`config.mk`:
```
export PLATFORM = sky130hd
export DESIGN_NAME = tcir_top
export DESIGN_NICKNAME = d
export VERILOG_FILES = /design/src/rtl/tcir_pkg.sv /design/src/rtl/tcir_sync_if.sv /design/src/rtl/tcir_sync.sv /design/src/rtl/tcir_top.sv
export SDC_FILE = /design/constraint.sdc
export NUM_CORES = 1
export LEC_CHECK = 0
export ABC_CLOCK_PERIOD_IN_PS = 4900
export BUFFER_PORTS_ARGS = -buffer_cell sky130_fd_sc_hd__buf_2
export CAP_MARGIN = 20
export CELL_PAD_IN_SITES_DETAIL_PLACEMENT = 1
export CELL_PAD_IN_SITES_GLOBAL_PLACEMENT = 1
export CORE_MARGIN = 2
export CORE_UTILIZATION = 45
export DETAILED_ROUTE_END_ITERATION = 10
export MAX_ROUTING_LAYER = met4
export PLACE_DENSITY = 0.95
export SLEW_MARGIN = 20
export SYNTH_ARGS = -nofsm -noshare
export SYNTH_HDL_FRONTEND = slang
export SYNTH_SLANG_ARGS = --single-unit
```
`constraint.sdc`:
```
create_clock -name clk_sys -period 4.9 [get_ports clk_sys]
set_clock_uncertainty 0.1 [all_clocks]
set_input_delay 0.49 -clock clk_sys [delete_from_list [all_inputs] [get_ports clk_sys]]
set_output_delay 0.49 -clock clk_sys [all_outputs]
set_load 0.01 [all_outputs]
```
`src/rtl/tcir_pkg.sv`:
```
// Package for the tape channel input read-back block
// Assumes doc bit n of a bus word is vector index 15-n (bit 0 is MSB)
package tcir_pkg;

  // Input function codes
  localparam logic [5:0] TCIR_FC_RANGE    = 6'h0C;
  localparam logic [5:0] TCIR_FC_ADDR     = 6'h08;
  localparam logic [5:0] TCIR_FC_CFG_A    = 6'h10;
  localparam logic [5:0] TCIR_FC_CFG_B    = 6'h12;
  localparam logic [5:0] TCIR_FC_INT_LVL  = 6'h02;
  localparam logic [5:0] TCIR_FC_DEV_ID   = 6'h26;
  localparam logic [5:0] TCIR_FC_TASK     = 6'h06;
  localparam logic [5:0] TCIR_FC_STATUS1  = 6'h18;

  // Output function codes
  localparam logic [5:0] TCIR_FC_OUT_INT  = 6'h03;
  localparam logic [5:0] TCIR_FC_OUT_CFGA = 6'h11;
  localparam logic [5:0] TCIR_FC_OUT_CFGB = 6'h13;

  // Word field positions as vector indices
  localparam int TCIR_SW1_READY    = 15;
  localparam int TCIR_SW1_ATTN     = 14;
  localparam int TCIR_SW1_BOT      = 9;
  localparam int TCIR_SW1_UNEQUAL  = 7;
  localparam int TCIR_CFGB_BAI     = 11;
  localparam int TCIR_CFGB_FRST    = 10;
  localparam int TCIR_CFGB_FRDY    = 9;
  localparam int TCIR_ID_TRACK     = 5;

  // Identification field values
  localparam logic [7:0] TCIR_ID_SUBSYS   = 8'h5A; // Arbitrary value
  localparam logic [1:0] TCIR_ID_CTL_FMT  = 2'h1;
  localparam logic [2:0] TCIR_ID_DENSITY  = 3'h6;
  localparam logic [1:0] TCIR_ID_SPEED    = 2'h3;

  // Reset values
  localparam logic [15:0] TCIR_WORD_RST   = 16'h0000;
  localparam logic [5:0]  TCIR_LEVEL_RST  = 6'h00;

  typedef enum {TCIR_IDLE, TCIR_RESP} tcir_state_e;

endpackage

```
`src/rtl/tcir_sync_if.sv`:
```
// Interface between the block and its pin synchroniser
// Assumes both ends run on clk_sys
`timescale 1ns/1ps
`default_nettype none
interface tcir_sync_if #(parameter int W = 5);
  logic [W-1:0] raw;
  logic [W-1:0] synced;
  modport sync_end (input raw, output synced);
  modport user_end (output raw, input synced);
endinterface
`default_nettype wire

```
`src/rtl/tcir_sync.sv`:
```
// Two-flop synchroniser for drive and formatter status pins
// Assumes pins are asynchronous to clk_sys
`timescale 1ns/1ps
`default_nettype none
module tcir_sync #(
  parameter int W = 5
) (
  input  wire logic      clk_sys,
  input  wire logic      rst_n,
  tcir_sync_if.sync_end  pins
);
  logic [W-1:0] stage1;
  logic [W-1:0] stage2;

  always_ff @(posedge clk_sys or negedge rst_n) begin
    if (!rst_n) begin
      stage1 <= '0;
      stage2 <= '0;
    end else begin
      stage1 <= pins.raw;
      stage2 <= stage1;
    end
  end

  assign pins.synced = stage2;
endmodule
`default_nettype wire

```
`src/rtl/tcir_top.sv`:
```
// Tape channel input read-back: answers input commands per function code
// Assumes bus request signals are synchronous to clk_sys; drive pins are not
//
// Functional notes
// (RULE1) Code 0C returns the range register
// (RULE2) Response echoes request data on address
// (RULE3) Nonzero residual plus unequal flag: block shorter
// (RULE4) Zero residual plus unequal flag: block longer
// (RULE5) Zero residual, flag clear: exact length
// (RULE6) Code 08 returns low address sixteen bits
// (RULE7) Write ending on high byte reports next word
// (RULE8) Code 10 returns configuration word A
// (RULE9) Code 12 returns configuration word B
// (RULE10) Code 02 puts level on bits 10-15
// (RULE11) Level is last written, zero after initialize
// (RULE12) Level response bits 0-9 carry channel number
// (RULE13) Code 26 returns identification, subsystem code
// (RULE14) Identification bits 8-9 controller type 01
// (RULE15) Identification bit 10 track count
// (RULE16) Identification bits 11-13 density flags
// (RULE17) Identification bits 14-15 speed code 11
// (RULE18) Code 06 returns last operation task word
// (RULE19) Code 18 returns status word 1
// (RULE20) Ready only when online, loaded, not rewinding
// (RULE21) Initialize resets channel, level to zero
// (RULE22) Reserved bits read as zero
`timescale 1ns/1ps
`default_nettype none
module tcir_top
  import tcir_pkg::*;
(
  input  wire logic        clk_sys,
  input  wire logic        rst_n,
  input  wire logic        bus_init,
  input  wire logic        cmd_valid,
  input  wire logic        cmd_write,
  input  wire logic [5:0]  cmd_func,
  input  wire logic [15:0] cmd_data,
  input  wire logic [9:0]  chan_num,
  input  wire logic        eng_range_load,
  input  wire logic [15:0] eng_range_value,
  input  wire logic        eng_read_done,
  input  wire logic [15:0] eng_block_len,
  input  wire logic        eng_addr_load,
  input  wire logic [15:0] eng_addr_value,
  input  wire logic        eng_write_done,
  input  wire logic        eng_task_load,
  input  wire logic [15:0] eng_task_value,
  input  wire logic        pin_online,
  input  wire logic        pin_loaded,
  input  wire logic        pin_rewinding,
  input  wire logic        pin_bot,
  input  wire logic        pin_formatter_ready,
  input  wire logic        pin_seven_track,
  output logic             rsp_valid,
  output logic             rsp_nak,
  output logic [15:0]      rsp_data,
  output logic [15:0]      rsp_addr,
  output logic             formatter_reset,
  output logic             bus_address_inhibit
);

  ////////////////////////////////////////////////////////////////////////////
  // Pin synchronisation
  tcir_sync_if #(.W(6)) pins_if ();

  assign pins_if.raw = {pin_online, pin_loaded, pin_rewinding,
                        pin_bot, pin_formatter_ready, pin_seven_track};

  tcir_sync #(.W(6)) u_sync (
    .clk_sys (clk_sys),
    .rst_n   (rst_n),
    .pins    (pins_if)
  );

  logic online_s;
  logic loaded_s;
  logic rewinding_s;
  logic bot_s;
  logic frdy_s;
  logic seven_s;

  assign online_s    = pins_if.synced[5];
  assign loaded_s    = pins_if.synced[4];
  assign rewinding_s = pins_if.synced[3];
  assign bot_s       = pins_if.synced[2];
  assign frdy_s      = pins_if.synced[1];
  assign seven_s     = pins_if.synced[0];

  ////////////////////////////////////////////////////////////////////////////
  // Command decode
  logic in_cmd;
  logic out_cmd;

  assign in_cmd  = cmd_valid && !cmd_write;
  assign out_cmd = cmd_valid && cmd_write;

  ////////////////////////////////////////////////////////////////////////////
  // Range register and unequal-length flag
  logic [15:0] range_reg;
  logic        unequal;

  always_ff @(posedge clk_sys or negedge rst_n) begin
    if (!rst_n) begin
      range_reg <= TCIR_WORD_RST;
      unequal   <= 1'b0;
    end else if (bus_init) begin
      range_reg <= TCIR_WORD_RST;                     // see (RULE21)
      unequal   <= 1'b0;
    end else if (eng_range_load) begin
      range_reg <= eng_range_value;
      unequal   <= 1'b0;
    end else if (eng_read_done) begin
      if (eng_block_len < range_reg) begin
        range_reg <= range_reg - eng_block_len;       // see (RULE3)
        unequal   <= 1'b1;
      end else if (eng_block_len > range_reg) begin
        range_reg <= TCIR_WORD_RST;                   // see (RULE4)
        unequal   <= 1'b1;
      end else begin
        range_reg <= TCIR_WORD_RST;                   // see (RULE5)
        unequal   <= 1'b0;
      end
    end
  end

  ////////////////////////////////////////////////////////////////////////////
  // Memory byte address
  logic [15:0] mem_addr;

  always_ff @(posedge clk_sys or negedge rst_n) begin
    if (!rst_n) begin
      mem_addr <= TCIR_WORD_RST;
    end else if (bus_init) begin
      mem_addr <= TCIR_WORD_RST;                      // see (RULE21)
    end else if (eng_write_done && eng_addr_value[0]) begin
      mem_addr <= eng_addr_value + 16'h0001;          // see (RULE7)
    end else if (eng_addr_load || eng_write_done) begin
      mem_addr <= eng_addr_value;
    end
  end

  ////////////////////////////////////////////////////////////////////////////
  // Configuration words
  logic [15:0] cfg_a;
  logic        cfg_bai;
  logic        cfg_frst;

  always_ff @(posedge clk_sys or negedge rst_n) begin
    if (!rst_n) begin
      cfg_a <= TCIR_WORD_RST;
    end else if (bus_init) begin
      cfg_a <= TCIR_WORD_RST;
    end else if (out_cmd && cmd_func == TCIR_FC_OUT_CFGA) begin
      cfg_a <= cmd_data;
    end
  end

  always_ff @(posedge clk_sys or negedge rst_n) begin
    if (!rst_n) begin
      cfg_bai  <= 1'b0;
      cfg_frst <= 1'b0;
    end else if (bus_init) begin
      cfg_bai  <= 1'b0;
      cfg_frst <= 1'b0;
    end else if (out_cmd && cmd_func == TCIR_FC_OUT_CFGB) begin
      cfg_bai  <= cmd_data[TCIR_CFGB_BAI];
      cfg_frst <= cmd_data[TCIR_CFGB_FRST];
    end
  end

  assign formatter_reset     = cfg_frst;
  assign bus_address_inhibit = cfg_bai;

  ////////////////////////////////////////////////////////////////////////////
  // Interrupt level
  logic [5:0] int_level;

  always_ff @(posedge clk_sys or negedge rst_n) begin
    if (!rst_n) begin
      int_level <= TCIR_LEVEL_RST;
    end else if (bus_init) begin
      int_level <= TCIR_LEVEL_RST;                    // see (RULE21)
    end else if (out_cmd && cmd_func == TCIR_FC_OUT_INT) begin
      int_level <= cmd_data[5:0];                     // see (RULE11)
    end
  end

  ////////////////////////////////////////////////////////////////////////////
  // Task word
  logic [15:0] task_word;

  always_ff @(posedge clk_sys or negedge rst_n) begin
    if (!rst_n) begin
      task_word <= TCIR_WORD_RST;
    end else if (bus_init) begin
      task_word <= TCIR_WORD_RST;                     // see (RULE18)
    end else if (eng_task_load) begin
      task_word <= eng_task_value;
    end
  end

  ////////////////////////////////////////////////////////////////////////////
  // Device ready and attention
  logic dev_ready;
  logic ready_q;
  logic attention;
  logic ready_chg;
  logic sw1_read;

  assign dev_ready = online_s && loaded_s && !rewinding_s;  // see (RULE20)
  assign ready_chg = dev_ready != ready_q;
  assign sw1_read  = in_cmd && cmd_func == TCIR_FC_STATUS1;

  always_ff @(posedge clk_sys or negedge rst_n) begin
    if (!rst_n) begin
      ready_q <= 1'b0;
    end else begin
      ready_q <= dev_ready;
    end
  end

  // Set wins over clear
  always_ff @(posedge clk_sys or negedge rst_n) begin
    if (!rst_n) begin
      attention <= 1'b0;
    end else if (ready_chg) begin
      attention <= 1'b1;
    end else if (bus_init || sw1_read) begin
      attention <= 1'b0;
    end
  end

  ////////////////////////////////////////////////////////////////////////////
  // Read-back words
  logic [15:0] status1_word;
  logic [15:0] cfg_b_word;
  logic [15:0] id_word;
  logic [15:0] level_word;

  always_comb begin
    status1_word                   = TCIR_WORD_RST;   // see (RULE22)
    status1_word[TCIR_SW1_READY]   = dev_ready;       // see (RULE20)
    status1_word[TCIR_SW1_ATTN]    = attention;
    status1_word[TCIR_SW1_BOT]     = bot_s;
    status1_word[TCIR_SW1_UNEQUAL] = unequal;         // see (RULE3)
  end

  always_comb begin
    cfg_b_word                 = TCIR_WORD_RST;       // see (RULE22)
    cfg_b_word[TCIR_CFGB_BAI]  = cfg_bai;             // see (RULE9)
    cfg_b_word[TCIR_CFGB_FRST] = cfg_frst;
    cfg_b_word[TCIR_CFGB_FRDY] = frdy_s;
  end

  always_comb begin
    id_word                = TCIR_WORD_RST;
    id_word[15:8]          = TCIR_ID_SUBSYS;          // see (RULE13)
    id_word[7:6]           = TCIR_ID_CTL_FMT;         // see (RULE14)
    id_word[TCIR_ID_TRACK] = seven_s;                 // see (RULE15)
    id_word[4:2]           = TCIR_ID_DENSITY;         // see (RULE16)
    id_word[1:0]           = TCIR_ID_SPEED;           // see (RULE17)
  end

  assign level_word = {chan_num, int_level};          // see (RULE10) (RULE12)

  ////////////////////////////////////////////////////////////////////////////
  // Response selection
  logic [15:0] next_data;
  logic        next_nak;

  always_comb begin
    next_nak  = 1'b0;
    next_data = TCIR_WORD_RST;
    case (cmd_func)
      TCIR_FC_RANGE:   next_data = range_reg;         // see (RULE1)
      TCIR_FC_ADDR:    next_data = mem_addr;          // see (RULE6)
      TCIR_FC_CFG_A:   next_data = cfg_a;             // see (RULE8)
      TCIR_FC_CFG_B:   next_data = cfg_b_word;        // see (RULE9)
      TCIR_FC_INT_LVL: next_data = level_word;        // see (RULE10)
      TCIR_FC_DEV_ID:  next_data = id_word;           // see (RULE13)
      TCIR_FC_TASK:    next_data = task_word;         // see (RULE18)
      TCIR_FC_STATUS1: next_data = status1_word;      // see (RULE19)
      default:         next_nak  = 1'b1;
    endcase
  end

  ////////////////////////////////////////////////////////////////////////////
  // Second-half read response
  tcir_state_e state;

  always_ff @(posedge clk_sys or negedge rst_n) begin
    if (!rst_n) begin
      state <= TCIR_IDLE;
    end else begin
      case (state)
        TCIR_IDLE: begin
          if (in_cmd && !bus_init) begin
            state <= TCIR_RESP;
          end
        end
        TCIR_RESP: begin
          if (!(in_cmd && !bus_init)) begin
            state <= TCIR_IDLE;
          end
        end
        default: state <= TCIR_IDLE;
      endcase
    end
  end

  always_ff @(posedge clk_sys or negedge rst_n) begin
    if (!rst_n) begin
      rsp_data <= TCIR_WORD_RST;
      rsp_addr <= TCIR_WORD_RST;
      rsp_nak  <= 1'b0;
    end else if (in_cmd && !bus_init) begin
      rsp_data <= next_nak ? TCIR_WORD_RST : next_data;
      rsp_addr <= cmd_data;                           // see (RULE2)
      rsp_nak  <= next_nak;
    end
  end

  always_ff @(posedge clk_sys or negedge rst_n) begin
    if (!rst_n) begin
      rsp_valid <= 1'b0;
    end else begin
      rsp_valid <= in_cmd && !bus_init;
    end
  end

endmodule
`default_nettype wire

```
# [Word-level counts from Yosys, hierarchy flattened]
# Cells that the tools add are included.
[op_classes] n_addsub=2 magnitude_cmp=2 n_eq_ne=12 muxes=27 n_reduce_logical=23
[ops] op="16-bit 2-to-1 mux" count=12
[ops] op="16-bit one-hot mux with 8 select lines" count=1
[ops] op="6-bit by 5-bit equality test with 1-bit output (second input constant)" count=5
[ops] op="16-bit by 1-bit adder with 16-bit output (second input constant)" count=1
[ops] op="16-bit greater-than comparator" count=1
[ops] op="16-bit less-than comparator" count=1
[ops] op="16-bit subtractor" count=1
[ops] op="6-bit by 2-bit equality test with 1-bit output (second input constant)" count=2
[ops] op="6-bit by 4-bit equality test with 1-bit output (second input constant)" count=2
[ops] op="1-bit 2-to-1 mux" count=12
[ops] op="6-bit 2-to-1 mux" count=2
[ops] op="1-bit logical AND" count=10
[ops] op="2-bit nonzero test" count=5
[ops] op="8-bit OR reduction" count=1
[ops] op="6-bit by 3-bit equality test with 1-bit output (second input constant)" count=1
[ops] op="6-bit equality test (second input constant)" count=1
[ops] op="3-bit nonzero test" count=2
[ops] op="1-bit zero test" count=3
[ops] op="1-bit logical OR" count=2
[ops] op="1-bit != test" count=1
[totals] register_bits=121 inputBits=112 out_inout_bits=36 word_cells=82

# [Depth between registers and ports, before layout]
# Gate-level depths: netlist (run 1).
[logic_depth] depth_word=6 depth_mapped=10 ltp_nobuf=10

# [Cells and area by module]
# A second synthesis (run 1) with hierarchy kept.
[hier_totals] cells_unflattened=680 area_unflattened_um2=6578.8
[by_module_without_submodules] mod="tcir_top" instances=1 cells_per_inst=668 area_each_um2=6278.5 seq_area_each_um2=2727.6
[by_module_without_submodules] mod="tcir_sync" instances=1 cells_per_inst=12 area_each_um2=300.3 seq_area_each_um2=300.3

# [Worst setup path after synthesis (run 1)]
# No wires, ideal clock.
[synth_timing] path_kind="input -> register" start="input port eng_block_len[0]" end="register range_reg[12]" setup_time_ps=82 arrival_ps=2199 required_ps=4718 path_slack_ps=2519 stages=9 path_buffers=1 cell_sequence="ha_1 -> fa_1 -> nand2b_1 -> a21oi_1 -> o22ai_2 -> o21ai_1 -> nand4b_2 -> buf_6 -> o22ai_2"
[synth_via] elab_chain_len=5 elab_cells_between_ends=6 cone_classes="add/sub: 1; order compare: 1; mux: 4"
[synth_lines] element="from (decl)" line="tcir_top.sv:43" source="input wire logic [15:0] eng_block_len,"
[synth_lines] element="16-bit subtractor / 16-bit less-than comparator (equally long branches)" line="tcir_top.sv:115, tcir_top.sv:114"
[synth_lines] element="16-bit 2-to-1 mux *" line="tcir_top.sv:114" source="if (eng_block_len < range_reg) begin"
[synth_lines] element="16-bit 2-to-1 mux *" line="tcir_top.sv:113" source="end else if (eng_read_done) begin"
[synth_lines] element="16-bit 2-to-1 mux *" line="tcir_top.sv:110" source="end else if (eng_range_load) begin"
[synth_lines] element="16-bit 2-to-1 mux *" line="tcir_top.sv:107" source="end else if (bus_init) begin"
[synth_lines] element="to (signal assigned)" line="tcir_top.sv:111" source="range_reg <= eng_range_value;"
[synth_lines] element="to (signal assigned)" line="tcir_top.sv:115" source="range_reg <= range_reg - eng_block_len;"
[synth_lines] element="to (decl)" line="tcir_top.sv:100" source="logic [15:0] range_reg;"
# Every way passes the cells marked *; elsewhere a longest branch is shown, timed or not. The select of a mux whose other input is x is not followed.
# A chain may end at the register's enable or synchronous reset.

# [Worst setup path after layout (run 1)]
[layout_timing] start="register range_reg[0]" end="register range_reg[3]"
[layout_via] elab_chain_len=5 elab_cells_between_ends=6 cone_classes="add/sub: 1; order compare: 1; mux: 4"
[layout_lines] element="16-bit subtractor / 16-bit less-than comparator (equally long branches)" line="tcir_top.sv:115, tcir_top.sv:114"
[layout_lines] element="16-bit 2-to-1 mux *" line="tcir_top.sv:114"
[layout_lines] element="16-bit 2-to-1 mux *" line="tcir_top.sv:113"
[layout_lines] element="16-bit 2-to-1 mux *" line="tcir_top.sv:110"
[layout_lines] element="16-bit 2-to-1 mux *" line="tcir_top.sv:107"
# Marks and branches as above.

==> results of run 1 <==
## power groups by stage
stage	Clock, W	Combinational [W]	Sequential, W
after floorplan	0	0.000207	0.00116
after global placement	0	0.000394	0.00114
after detailed placement	0	0.000416	0.00115
after CTS	0.00126	0.000428	0.00113
after global routing	0.00131	0.000470	0.00114
final	0.00126	0.000429	0.00113
## worst max-delay path: stages (launching register included)
cell and delay [ns]:
dfrtp_1 0.39, inv_1 0.06, ha_1 0.21, fa_1 0.42, nand2b_1 0.19, a21oi_1 0.24, o22ai_2 0.16, o21ai_1 0.21
nand4b_2 0.46, o21ai_0 0.31
## logic make-up after synthesis
logic type / count (synthesis) / synth area share
and+or+nand+nor: 173 / 0.132
AOI/OAI and AO/OA: 146 / 0.145
DFF: 121 / 0.478
muxes: 80 / 0.130
buffers and inverters: 52 / 0.0389
xor gates and xnor gates: 29 / 0.0401
adders and majority gates: 18 / 0.0367
## worst max path at each step
stage | start | to | slack (ns) | cells past startpoint
final | range_reg[0]$_DFFE_PN0P_ | range_reg[3]$_DFFE_PN0P_ | 2.07 | 9
after global routing | range_reg[0]$_DFFE_PN0P_ | range_reg[5]$_DFFE_PN0P_ | 1.82 | 9
after CTS | range_reg[0]$_DFFE_PN0P_ | range_reg[3]$_DFFE_PN0P_ | 2.07 | 9
after detailed placement | cmd_func[2] | cfg_a[6]$_DFFE_PN0P_ | 1.86 | 7
after global placement | cmd_func[2] | cfg_a[5]$_DFFE_PN0P_ | 2.11 | 7
after floorplan | eng_block_len[0] | range_reg[12]$_DFFE_PN0P_ | 2.52 | 9
## through the flow
stage / power [W] / hold slack (ns)
2_1_floorplan: 0.00136 / 0.0944
3_3_place_gp: 0.00153 / 0.233
3_5_place_dp: 0.00156 / 0.236
4_1_cts: 0.00282 / 0.0699
5_1_grt: 0.00292 / 0.0690
6_report: 0.00282 / 0.0692
## synthesized netlist by cell type, drive strengths merged, types with 2 or more instances
library cell / instances / share of area
nor2: 83 / 0.051
mux2: 16 / 0.028
xnor2: 12 / 0.017
o31ai: 5 / 0.0059
clkbuf: 13 / 0.0077
a22oi: 22 / 0.026
nand4: 10 / 0.011
nand3: 9 / 0.0071
a31oi: 12 / 0.012
dfrtp: 121 / 0.48
and3: 6 / 0.0059
o21ai: 45 / 0.036
ha: 17 / 0.034
a21o: 4 / 0.0049
xor2: 17 / 0.024
nand2b: 6 / 0.0059
o21a: 2 / 0.0024
a211oi: 2 / 0.0024
buf: 19 / 0.019
o22ai: 4 / 0.0059
nor3b: 6 / 0.010
mux2i: 64 / 0.10
a221oi: 8 / 0.011
a21oi: 34 / 0.027
nor3: 6 / 0.0047
inv: 20 / 0.012
or2: 3 / 0.0034
nand2: 35 / 0.021
nor2b: 4 / 0.0040
## area by class of cell
type	count	area, sq um
diodes	2	5.00
clock buffers	18	439
clock inverters	14	149
fillers	1573	6040
inverters	20	75.1
multi-input cells	446	3090
flip-flops and latches	121	3030
well taps	180	225
repair buffers	151	776
## cells in the final DEF, fill, tap and decap left out, drive strengths merged, types with 2 or more instances in the layout
master / instances
nor2: 83
and3: 6
diode: 2
a22oi: 22
nand2b: 6
inv: 21
clkbuf: 18
nand4: 10
mux2i: 64
a221oi: 8
o31ai: 5
o21ai: 45
clkinv: 10
or2: 3
buf: 151
nor3b: 6
nand3: 9
a21o: 4
a31oi: 12
bufinv: 2
o22ai: 4
o21a: 2
mux2: 16
ha: 17
xnor2: 12
nor3: 6
nor2b: 4
dfrtp: 121
a21oi: 34
nand2: 35
xor2: 17
a211oi: 2
## metal layers
| metal | vias to the layer above | routed length, um | track usage |
|---|---|---|---|
| li1 | 2497 | - | - |
| met1 | 2860 | 8500 | 0.361 |
| met3 | 50 | 1600 | 0.0632 |
| met2 | 282 | 10700 | 0.507 |
| met5 | - | 0 | - |
| met4 | 0 | 637 | 0.113 |
==> summary.txt, run 1 <==
Timing
  • Remaining max-slew budget at the tightest pin: 0.258
  • Achievable clock frequency: 354 MHz
  • Transition at the pin with the smallest max-transition slack: around 1.1 ns
  • TNS Setup: 0 ns
  • RSZ-0062 raised after global routing: false
  • Final-report hold violation count: 0
  • Final-report max-slew violation count: 0
  • Final setup violating endpoints: 0
  • Final worst-path setup slack: 2.07 ns
  • Period minus WS final: 2.83 ns
  • Final period utilization: 0.577

Global route
  • Wire length of the first global-routing pass: 33,100 um
  • Number of antenna violations at the first check in global routing: 2
  • Vias in the first global route: 5,979
  • All-layer global routing usage: 0.303
  • Pin count of the biggest net entering global routing: 79
  • Residual overflow from global routing: 0

Setup path
  • Category of the most critical setup path: reg -> reg
  • Endpoint kind of the worst setup timing path: register
  • Register-to-register setup slack: 2.07 ns
  • Origin of the critical flop-to-flop path: range_reg[0]$_DFFE_PN0P_
  • Largest fanout of any net on the critical path: 16
  • Capture instance of the worst register-to-register path: range_reg[3]$_DFFE_PN0P_
  • CP required: 5.14 ns
  • Setup crit start kind: register
  • Data arrival time of the worst path: 3.06 ns
  • Path depth of the worst reg2reg path: 9

Synth
  • Yosys reg bits: ~120
  • Count of yosys warnings during synthesis: 0
  • Per-instance average area after synthesis: 10.2 sq um
  • Most used DFF post-synth: dfrtp_1
  • Synthesized netlist net count: 749
  • Cell Area, Synth: 0.00633 sq mm
  • Synth unique cells: 56
  • Number of enable flip-flop cells after synthesis: 0
  • Fraction of registers with async set or reset after synthesis: 1.00
  • Cell count after synthesis: 619
  • Share of the yosys chip area belonging to registers: 0.478

Placement
  • Hpwl dp: 14,700 um
  • PortBufs: 147
  • Worst slack at placement: between 1.5 and 2 ns
  • Placed Instances: 917
  • Placement-stage cell area: around 0.0072 sq mm
  • Routability Congestion: 0.878

Min path
  • Worst Hold Endpoint: u_sync.stage1[2]$_DFF_PN0_
  • Start point of the worst hold path: pin_bot
  • Worst min-delay path class: in -> reg
  • Cell depth of the worst min-delay path: 1

Floorplan
  • Die Y-Extent: ~120 um
  • Die outline area: 0.0150 sq mm
  • Total core area: 0.0138 sq mm
  • I/O pins: 148
  • Starting Density: 0.458
  • Chip Width: approximately 120 um
  • Core Rows: 43

Power
  • Worst-case vdd ir drop: 0.248 mV
  • Sequential share of power: 0.402
  • Clock network fraction of total power: 0.445
  • Static Leak: 3.69 nW
  • Switching part of the total power: 0.283
  • Internal power: 0.00202 W
  • Switching power total: 0.000799 W
  • Power density normalized to cell area: 362 mW/mm^2
  • Share of power burned in combinational logic: 0.152

Cells and area
  • Layout net count: between 800 and 900
  • Layout Cell Area excl Fill: 0.00779 sq mm
  • Utilization of the core after routing: 0.563
  • Post-route insts no fill: approximately 950
  • P&R area growth vs syn: 23.0%
  • Fraction of layout instances using a drive strength above 1: 0.288

Clocking
  • Clock latency on the worst-skew pair: 0.42 ns
  • Maximum clock insertion buffer count: 2
  • Clock tree from TritonCTS: yes
  • Post-CTS setup buffers: 0
  • Quantity of hold-fixing buffers added after cts: 0
  • Number of buffers inserted during clock tree synthesis: 17
  • CTS Sinks: 121
  • Number of levels the H-tree was split into: 4
  • Buffer cell driving the clock tree root: clkbuf_16
  • CTS clk-pin slew, worst paths: 0.06 ns
  • Resize count post-CTS: 0

Status
  • Status: finished clean

Job
  • Number of max-cap violations: 0

Routing
  • Iter 0 DRT Violations: between 400 and 500
  • DRC errors left: 0
  • Number of optimization iterations in the first detailed-route pass: 5
  • Vias/cell: 5.98
  • Routed length per placed instance: 22.5 um
  • Vias: about 5,700
  • Total wire length after detailed routing: 21,400 um
  • Remaining number of nets flagged by the antenna check after routing: 0
Power figures use the tool's default switching activity.
==> run 2, diff against run 1 <==
--- a/config.mk
+++ b/config.mk
@@ -5,16 +5,16 @@
 export SDC_FILE = /design/constraint.sdc
 export NUM_CORES = 1
 export LEC_CHECK = 0
-export ABC_CLOCK_PERIOD_IN_PS = 4900
+export ABC_CLOCK_PERIOD_IN_PS = 2800
 export BUFFER_PORTS_ARGS = -buffer_cell sky130_fd_sc_hd__buf_2
 export CAP_MARGIN = 20
 export CELL_PAD_IN_SITES_DETAIL_PLACEMENT = 1
 export CELL_PAD_IN_SITES_GLOBAL_PLACEMENT = 1
 export CORE_MARGIN = 2
-export CORE_UTILIZATION = 45
+export CORE_UTILIZATION = 42
 export DETAILED_ROUTE_END_ITERATION = 10
 export MAX_ROUTING_LAYER = met4
-export PLACE_DENSITY = 0.95
+export PLACE_DENSITY = 0.93
 export SLEW_MARGIN = 20
 export SYNTH_ARGS = -nofsm -noshare
 export SYNTH_HDL_FRONTEND = slang
==> constraint.sdc (replaced) <==
create_clock -name clk_sys -period 2.8 [get_ports clk_sys]
set_clock_uncertainty 0.1 [all_clocks]
set_input_delay 0.28 -clock clk_sys [delete_from_list [all_inputs] [get_ports clk_sys]]
set_output_delay 0.28 -clock clk_sys [all_outputs]
set_load 0.01 [all_outputs]
==> run 2 against run 1 <==
Effect of this change: clock power grew 77%; die area grew 6.9%; sequential power is 74% higher; first-iteration DRC count decreased by 34%; via count shrank 2.9%; total power up 77%; register-to-register slack got worse by 1.8 ns; largest power group unchanged; non-clock buffer count rose by 26; critical path depth rose by 1; combinational power rose by 82%; flip-flop and latch count stayed put.
==> summary.txt, run 2 (same netlist as run 1, synthesis figures left out) <==
Setup path
  • Timing endpoint of the critical path: range_reg[4]$_DFFE_PN0P_ (was range_reg[3]$_DFFE_PN0P_)
  • Origin of the critical flop-to-flop path: range_reg[0]$_DFFE_PN0P_ (unchanged)
  • Data arrival time of the worst path: 2.78 ns (was 3.06 ns)
  • Category of the most critical setup path: reg -> reg (unchanged)
  • CP required: 3.04 ns (was 5.14 ns)
  • Launch point of the critical path: range_reg[0]$_DFFE_PN0P_ (unchanged)
  • Setup crit start kind: register (unchanged)
  • Path depth of the worst reg2reg path: 10 (was 9)
  • Register-to-register setup slack: 0.26 ns (was 2.07 ns)
  • Capture instance of the worst register-to-register path: range_reg[4]$_DFFE_PN0P_ (was range_reg[3]$_DFFE_PN0P_)
  • Critical path, cell by cell: inv_1 > ha_1 > fa_1 > nand2b_1 > a21oi_1 > o22ai_2 > o21ai_1 > nand4b_2 > buf_4 > o21ai_0 (was inv_1 > ha_1 > fa_1 > nand2b_1 > a21oi_1 > o22ai_2 > o21ai_1 > nand4b_2 > o21ai_0)
  • Largest stage delay on the critical path: 0.40 ns (was 0.46 ns)
  • Largest fanout of any net on the critical path: 16 (unchanged)
  • Slowest stage cell on the critical path: fa_1 (was nand4b_2)
  • Endpoint kind of the worst setup timing path: register (unchanged)

Job
  • Number of max-cap violations: 0 (unchanged)

Power
  • Switching part of the total power: 0.271 (was 0.283)
  • Share of power burned in combinational logic: 0.157 (was 0.152)
  • Static Leak: 3.81 nW (was 3.69 nW)
  • Worst-case vdd ir drop: 0.412 mV (was 0.248 mV)
  • Power density normalized to cell area: 620 mW/mm^2 (was 362 mW/mm^2)
  • Clock network fraction of total power: 0.447 (was 0.445)
  • Total power of the final layout: 0.00498 W (was 0.00282 W)
  • Sequential share of power: 0.396 (was 0.402)
  • Internal power: 0.00363 W (was 0.00202 W)
  • Switching power total: 0.00135 W (was 0.000799 W)

Cells and area
  • Fraction of layout instances using a drive strength above 1: 0.289 (was 0.288)
  • Post-route insts no fill: 980 (was 952)
  • Most common cell after layout, fill and taps aside: buf_2 (unchanged)
  • Area of combinational cells with multiple inputs: 0.00308 sq mm (was 0.00309 sq mm)
  • Antenna cells: 0 (was 2)
  • Sequential cell area: 0.00303 sq mm (unchanged)
  • Leading cell types in the layout, fill and taps excluded: 146 x buf_2, 121 x dfrtp_1, 78 x nor2_1 (unchanged)
  • Layout net count: 913 (was 887)
  • P&R area growth vs syn: 26.8% (was 23.0%)
  • Final-layout fill cell count: 1,642 (was 1,573)

Clocking
  • CTS Sinks: 121 (unchanged)
  • CTS clk-pin slew, worst paths: 0.06 ns (about the same)
  • Number of buffers inserted during clock tree synthesis: 17 (unchanged)
  • Clock tree from TritonCTS: yes (unchanged)
  • Clock latency on the worst-skew pair: 0.42 ns (about the same)
  • Buffer cell driving the clock tree root: clkbuf_16 (unchanged)
  • Maximum clock insertion buffer count: 2 (unchanged)
  • Number of levels the H-tree was split into: 4 (unchanged)

Global route
  • Residual overflow from global routing: 0 (unchanged)
  • Vias in the first global route: 6,008 (was 5,979)
  • Routing usage on met3: 0.0498 (was 0.0632)
  • Most used routing layer: met2 (unchanged)
  • All-layer global routing usage: 0.276 (was 0.303)
  • Met2 demand-to-capacity share in global routing: 0.456 (was 0.507)
  • M1 GR Usage: 0.344 (was 0.361)
  • Pin count of the biggest net entering global routing: 68 (was 79)
  • Number of antenna violations at the first check in global routing: 0 (was 2)
  • Wire length of the first global-routing pass: 33,000 um (was 33,100 um)

Timing
  • TNS Setup: 0 ns (unchanged)
  • Transition at the pin with the smallest max-transition slack: 0.660 ns (was 1.11 ns)
  • Final setup violating endpoints: 0 (unchanged)
  • Final-report max-slew violation count: 0 (unchanged)
  • RSZ-0062 raised after global routing: false (unchanged)
  • Period minus WS final: 2.54 ns (was 2.83 ns)
  • Final period utilization: 0.909 (was 0.577)
  • Achievable clock frequency: 393 MHz (was 354 MHz)
  • Remaining max-slew budget at the tightest pin: 0.560 (was 0.258)
  • Final-report hold violation count: 0 (unchanged)

Min path
  • Cell depth of the worst min-delay path: 3 (was 1)
  • Worst min-delay path class: in -> reg (unchanged)
  • Start point of the worst hold path: eng_range_value[13] (was pin_bot)

Placement
  • Placed Instances: 932 (was 917)
  • Hpwl dp: 14,500 um (was 14,700 um)
  • Routability Congestion: 0.943 (was 0.878)
  • PortBufs: 147 (unchanged)

Routing
  • Total wire length after detailed routing: 20,700 um (was 21,400 um)
  • Routed length per placed instance: 21.1 um (was 22.5 um)
  • Vias: 5,523 (was 5,689)
  • Remaining number of nets flagged by the antenna check after routing: 0 (unchanged)
  • Number of optimization iterations in the first detailed-route pass: 5 (unchanged)
  • Vias/cell: 5.64 (was 5.98)
  • Iter 0 DRT Violations: 317 (was 481)
  • DRC errors left: 0 (unchanged)

Status
  • Status: finished clean (unchanged)

Floorplan
  • I/O pins: 148 (unchanged)
  • Total core area: 0.0146 sq mm (was 0.0138 sq mm)
  • Chip Width: 127 um (was 123 um)
  • Die Y-Extent: 127 um (was 123 um)
  • Starting Density: 0.433 (was 0.458)
  • Die outline area: 0.0161 sq mm (was 0.0150 sq mm)
  • Core Rows: 44 (was 43)
[run 2: changes by cell type in the layout (fill, tap and decap cells not counted)]
cell,delta
diode_2,-2
nor2b_1,+1
clkinv_2,+4
buf_8,-1
bufinv_16,+1
clkinv_4,-6
nor3_4,-1
nor3_1,+1
buf_4,+9
clkinvlp_4,+1
nor2b_2,-1
buf_12,+2
dlygate4sd3_1,+16
[run 2: critical path, delay by kind of cell (launching register included)]
family / cells / cell delay [ns]
AOI/OAI and AO/OA: 4 / 0.78
adders and majority gates: 2 / 0.60
buffers and inverters: 2 / 0.28
DFF: 1 / 0.38
and+or+nand+nor: 2 / 0.32
[run 2: final cells by class]
cell class,instances,area share
flip-flops and latches,121,0.377
clock buffers,18,0.0547
clock inverters,14,0.0192
well taps,184,0.0287
multi-input cells,446,0.383
inverters,20,0.00935
repair buffers,177,0.128
[run 2: worst min path at each step]
| stage | end | slack [ns] |
|---|---|---|
| floorplan | attention$_DFFE_PN0P_ | -0.12 |
| global placement | rsp_addr[13]$_DFFE_PN0P_ | 0.04 |
| detailed placement | rsp_addr[8]$_DFFE_PN0P_ | 0.04 |
| CTS | mem_addr[0]$_DFFE_PN0P_ | 0.0009 |
| global route | rsp_addr[10]$_DFFE_PN0P_ | 0.02 |
| finish | range_reg[13]$_DFFE_PN0P_ | 0.006 |
[run 2: per-layer routing]
layer	vias to the layer above	part of all wire
met5	-	0
met4	0	0.022
met3	35	0.049
met2	174	0.49
met1	2773	0.44
li1	2541	-
[run 2: repair_timing]
action / CTS / global route
resized for setup: 0 / 0
endpoints found under the hold margin: 93 / 0
hold buffers: 16 / 0
setup buffers: 0 / 0
[run 2: through the flow]
stage,utilization,hold WS [ns],setup slack [ns],instance area (sq um)
2_1_floorplan,-,-0.116,0.542,6330
3_3_place_gp,0.497,0.0378,0.450,7280
3_5_place_dp,0.497,0.0414,0.289,7280
4_1_cts,0.548,0.000867,0.241,8030
5_1_grt,0.548,0.0223,0.0592,8030
6_report,0.548,0.00577,0.255,8030
[run 2: power groups by stage]
stage | sequential [W] | clock (W) | combinational, W
3_3_place_gp | 0.00199 | 0 | 0.000714
5_1_grt | 0.00199 | 0.00234 | 0.000854
6_report | 0.00197 | 0.00223 | 0.000780
4_1_cts | 0.00197 | 0.00225 | 0.000778
3_5_place_dp | 0.00200 | 0 | 0.000746
2_1_floorplan | 0.00202 | 0 | 0.000362
==> run 3, diff against run 2 <==
--- a/config.mk
+++ b/config.mk
@@ -13,6 +13,7 @@
 export CORE_MARGIN = 2
 export CORE_UTILIZATION = 42
 export DETAILED_ROUTE_END_ITERATION = 10
+export HOLD_SLACK_MARGIN = 0.05
 export MAX_ROUTING_LAYER = met4
 export PLACE_DENSITY = 0.93
 export SLEW_MARGIN = 20
==> run 3 against run 2 <==
Effect of this change: wire length up 8.6%; final cell count up 3.5%; count of clock-buffer cells in the layout unchanged; critical path depth unchanged; total power up 1.5%; critical endpoint is now range_reg[6]$_DFFE_PN0P_.
==> summary.txt, run 3 (same netlist as run 1, synthesis figures left out) <==
Min path
  • Cell depth of the worst min-delay path: 3 (unchanged)
  • Worst min-delay path class: in -> reg (unchanged)
  • Start point of the worst hold path: eng_task_value[5] (was eng_range_value[13])
  • Worst Hold Endpoint: task_word[5]$_DFFE_PN0P_ (was range_reg[13]$_DFFE_PN0P_)

Routing
  • DRC errors left: 0 (unchanged)
  • Vias/cell: 5.72 (was 5.64)
  • Vias: 5,803 (was 5,523)
  • Remaining number of nets flagged by the antenna check after routing: 0 (unchanged)
  • Total wire length after detailed routing: 22,400 um (was 20,700 um)
  • Routed length per placed instance: 22.1 um (was 21.1 um)
  • Iter 0 DRT Violations: 408 (was 317)
  • Number of optimization iterations in the first detailed-route pass: 5 (unchanged)

Timing
  • RSZ-0062 raised after global routing: false (unchanged)
  • Final-report hold violation count: 0 (unchanged)
  • Final worst-path setup slack: 0.210 ns (was 0.255 ns)
  • Final period utilization: 0.925 (was 0.909)
  • Remaining max-slew budget at the tightest pin: 0.556 (was 0.560)
  • Transition at the pin with the smallest max-transition slack: 0.666 ns (was 0.660 ns)
  • Achievable clock frequency: 386 MHz (was 393 MHz)
  • Final setup violating endpoints: 0 (unchanged)
  • Period minus WS final: 2.59 ns (was 2.54 ns)
  • TNS Setup: 0 ns (unchanged)
  • Final-report max-slew violation count: 0 (unchanged)

Clocking
  • Clock tree from TritonCTS: yes (unchanged)
  • Buffer cell driving the clock tree root: clkbuf_16 (unchanged)
  • CTS clk-pin slew, worst paths: 0.06 ns (about the same)
  • Number of buffers inserted during clock tree synthesis: 17 (unchanged)
  • CTS Sinks: 121 (unchanged)
  • Maximum clock insertion buffer count: 2 (unchanged)
  • Clock latency on the worst-skew pair: 0.43 ns (was 0.42 ns)
  • Number of levels the H-tree was split into: 4 (unchanged)

Power
  • Static Leak: 3.95 nW (was 3.81 nW)
  • Power density normalized to cell area: 604 mW/mm^2 (was 620 mW/mm^2)
  • Total power of the final layout: 0.00506 W (was 0.00498 W)
  • Worst-case vdd ir drop: 0.416 mV (was 0.412 mV)

Cells and area
  • Fraction of layout instances using a drive strength above 1: 0.277 (was 0.289)
  • Leading cell types in the layout, fill and taps excluded: 146 x buf_2, 121 x dfrtp_1, 78 x nor2_1 (unchanged)
  • Utilization of the core after routing: 0.572 (was 0.548)
  • Area of combinational cells with multiple inputs: 0.00308 sq mm (unchanged)
  • Layout Cell Area excl Fill: 0.00837 sq mm (was 0.00803 sq mm)
  • Antenna cells: 0 (unchanged)
  • Final-layout fill cell count: 1,616 (was 1,642)
  • P&R area growth vs syn: 32.2% (was 26.8%)
  • Sequential cell area: 0.00303 sq mm (unchanged)
  • Layout net count: 947 (was 913)
  • Most common cell after layout, fill and taps aside: buf_2 (unchanged)

Floorplan
  • Starting Density: 0.433 (unchanged)
  • Core Rows: 44 (unchanged)
  • Die Y-Extent: 127 um (unchanged)
  • I/O pins: 148 (unchanged)
  • Total core area: 0.0146 sq mm (unchanged)
  • Die outline area: 0.0161 sq mm (unchanged)
  • Chip Width: 127 um (unchanged)

Setup path
  • CP required: 3.04 ns (about the same)
  • Register-to-register setup slack: 0.21 ns (was 0.26 ns)
  • Setup crit start kind: register (unchanged)
  • Critical path, cell by cell: inv_1 > ha_1 > fa_1 > nand2b_1 > a21oi_1 > o22ai_2 > o21ai_1 > nand4b_2 > buf_4 > o21ai_0 (unchanged)
  • Origin of the critical flop-to-flop path: range_reg[0]$_DFFE_PN0P_ (unchanged)
  • Data arrival time of the worst path: 2.83 ns (was 2.78 ns)
  • Endpoint kind of the worst setup timing path: register (unchanged)
  • Path depth of the worst reg2reg path: 10 (unchanged)
  • Largest fanout of any net on the critical path: 16 (unchanged)
  • Capture instance of the worst register-to-register path: range_reg[6]$_DFFE_PN0P_ (was range_reg[4]$_DFFE_PN0P_)
  • Slowest stage cell on the critical path: fa_1 (unchanged)
  • Largest stage delay on the critical path: 0.40 ns (about the same)
  • Category of the most critical setup path: reg -> reg (unchanged)

Placement
  • Placement-stage cell area: 0.00728 sq mm (unchanged)
  • Hpwl dp: 14,500 um (unchanged)
  • PortBufs: 147 (unchanged)
  • Routability Congestion: 0.943 (unchanged)
  • Worst slack at placement: 0.289 ns (unchanged)

Global route
  • Wire length of the first global-routing pass: 35,300 um (was 33,000 um)
  • Pin count of the biggest net entering global routing: 68 (unchanged)
  • All-layer global routing usage: 0.297 (was 0.276)
  • Met2 demand-to-capacity share in global routing: 0.502 (was 0.456)
  • M1 GR Usage: 0.347 (was 0.344)
  • Routing usage on met3: 0.0624 (was 0.0498)
  • Residual overflow from global routing: 0 (unchanged)
  • Most used routing layer: met2 (unchanged)
  • Vias in the first global route: 6,307 (was 6,008)
  • Number of antenna violations at the first check in global routing: 0 (unchanged)

Status
  • Status: finished clean (unchanged)

Job
  • Number of max-cap violations: 0 (unchanged)
run 3: changes by cell type in the layout (fill, tap and decap cells not counted):
cell,change
o21ai_1,+1
o21ai_0,-1
dlygate4sd3_1,+34
run 3: per-stage QoR:
stage / instances / hold WS [ns]
after floorplan: 619 / -0.116
after global placement: 932 / 0.0378
after detailed placement: 932 / 0.0414
after CTS: 1014 / 0.0558
after global routing: 1014 / 0.0776
final: 1014 / 0.0723
run 3: layout make-up:
| type | instances | area share |
|---|---|---|
| multi-input cells | 446 | 0.368 |
| flip-flops and latches | 121 | 0.362 |
| repair buffers | 211 | 0.164 |
| clock buffers | 18 | 0.0525 |
| well taps | 184 | 0.0275 |
| clock inverters | 14 | 0.0184 |
| inverters | 20 | 0.00897 |
run 3: worst max-delay path, delay by kind of cell, from the launching register on:
kind	cells	cell delay, ns
buffers and inverters	2	0.29
and+or+nand+nor	2	0.32
adders and majority gates	2	0.62
AOI/OAI and AO/OA	4	0.80
DFF	1	0.38
run 3: power breakdown:
part           total, W  switching [W]  leakage [nW]  internal, W
Clock           0.00225       0.000837         0.295      0.00141
Combinational  0.000832       0.000466          2.11     0.000366
Sequential      0.00198      0.0000908          1.55      0.00189
run 3: timing repair:
action,CTS,global route
buffers inserted,0,0
hold endpoints to repair,151,0
setup endpoints to repair,0,1
resized for setup,0,1
hold buffers,50,0
run 3: worst max path at each step:
stage | slack (ns) | from | to | cells past startpoint
6_report | 0.21 | range_reg[0]$_DFFE_PN0P_ | range_reg[6]$_DFFE_PN0P_ | 10
5_1_grt | 0.04 | range_reg[0]$_DFFE_PN0P_ | range_reg[6]$_DFFE_PN0P_ | 10
4_1_cts | 0.24 | range_reg[0]$_DFFE_PN0P_ | range_reg[4]$_DFFE_PN0P_ | 10
3_5_place_dp | 0.29 | range_reg[0]$_DFFE_PN0P_ | range_reg[4]$_DFFE_PN0P_ | 10
3_3_place_gp | 0.45 | eng_block_len[0] | range_reg[12]$_DFFE_PN0P_ | 10
2_1_floorplan | 0.54 | range_reg[0]$_DFFE_PN0P_ | range_reg[12]$_DFFE_PN0P_ | 10
run 3: layer usage:
layer  wire [um]  part of all wire  vias up
met4         761             0.034        0
li1            -                 -     2609
met2       11200              0.50      252
met5           0                 0        -
met3        1400             0.062       48
met1        9090              0.41     2894
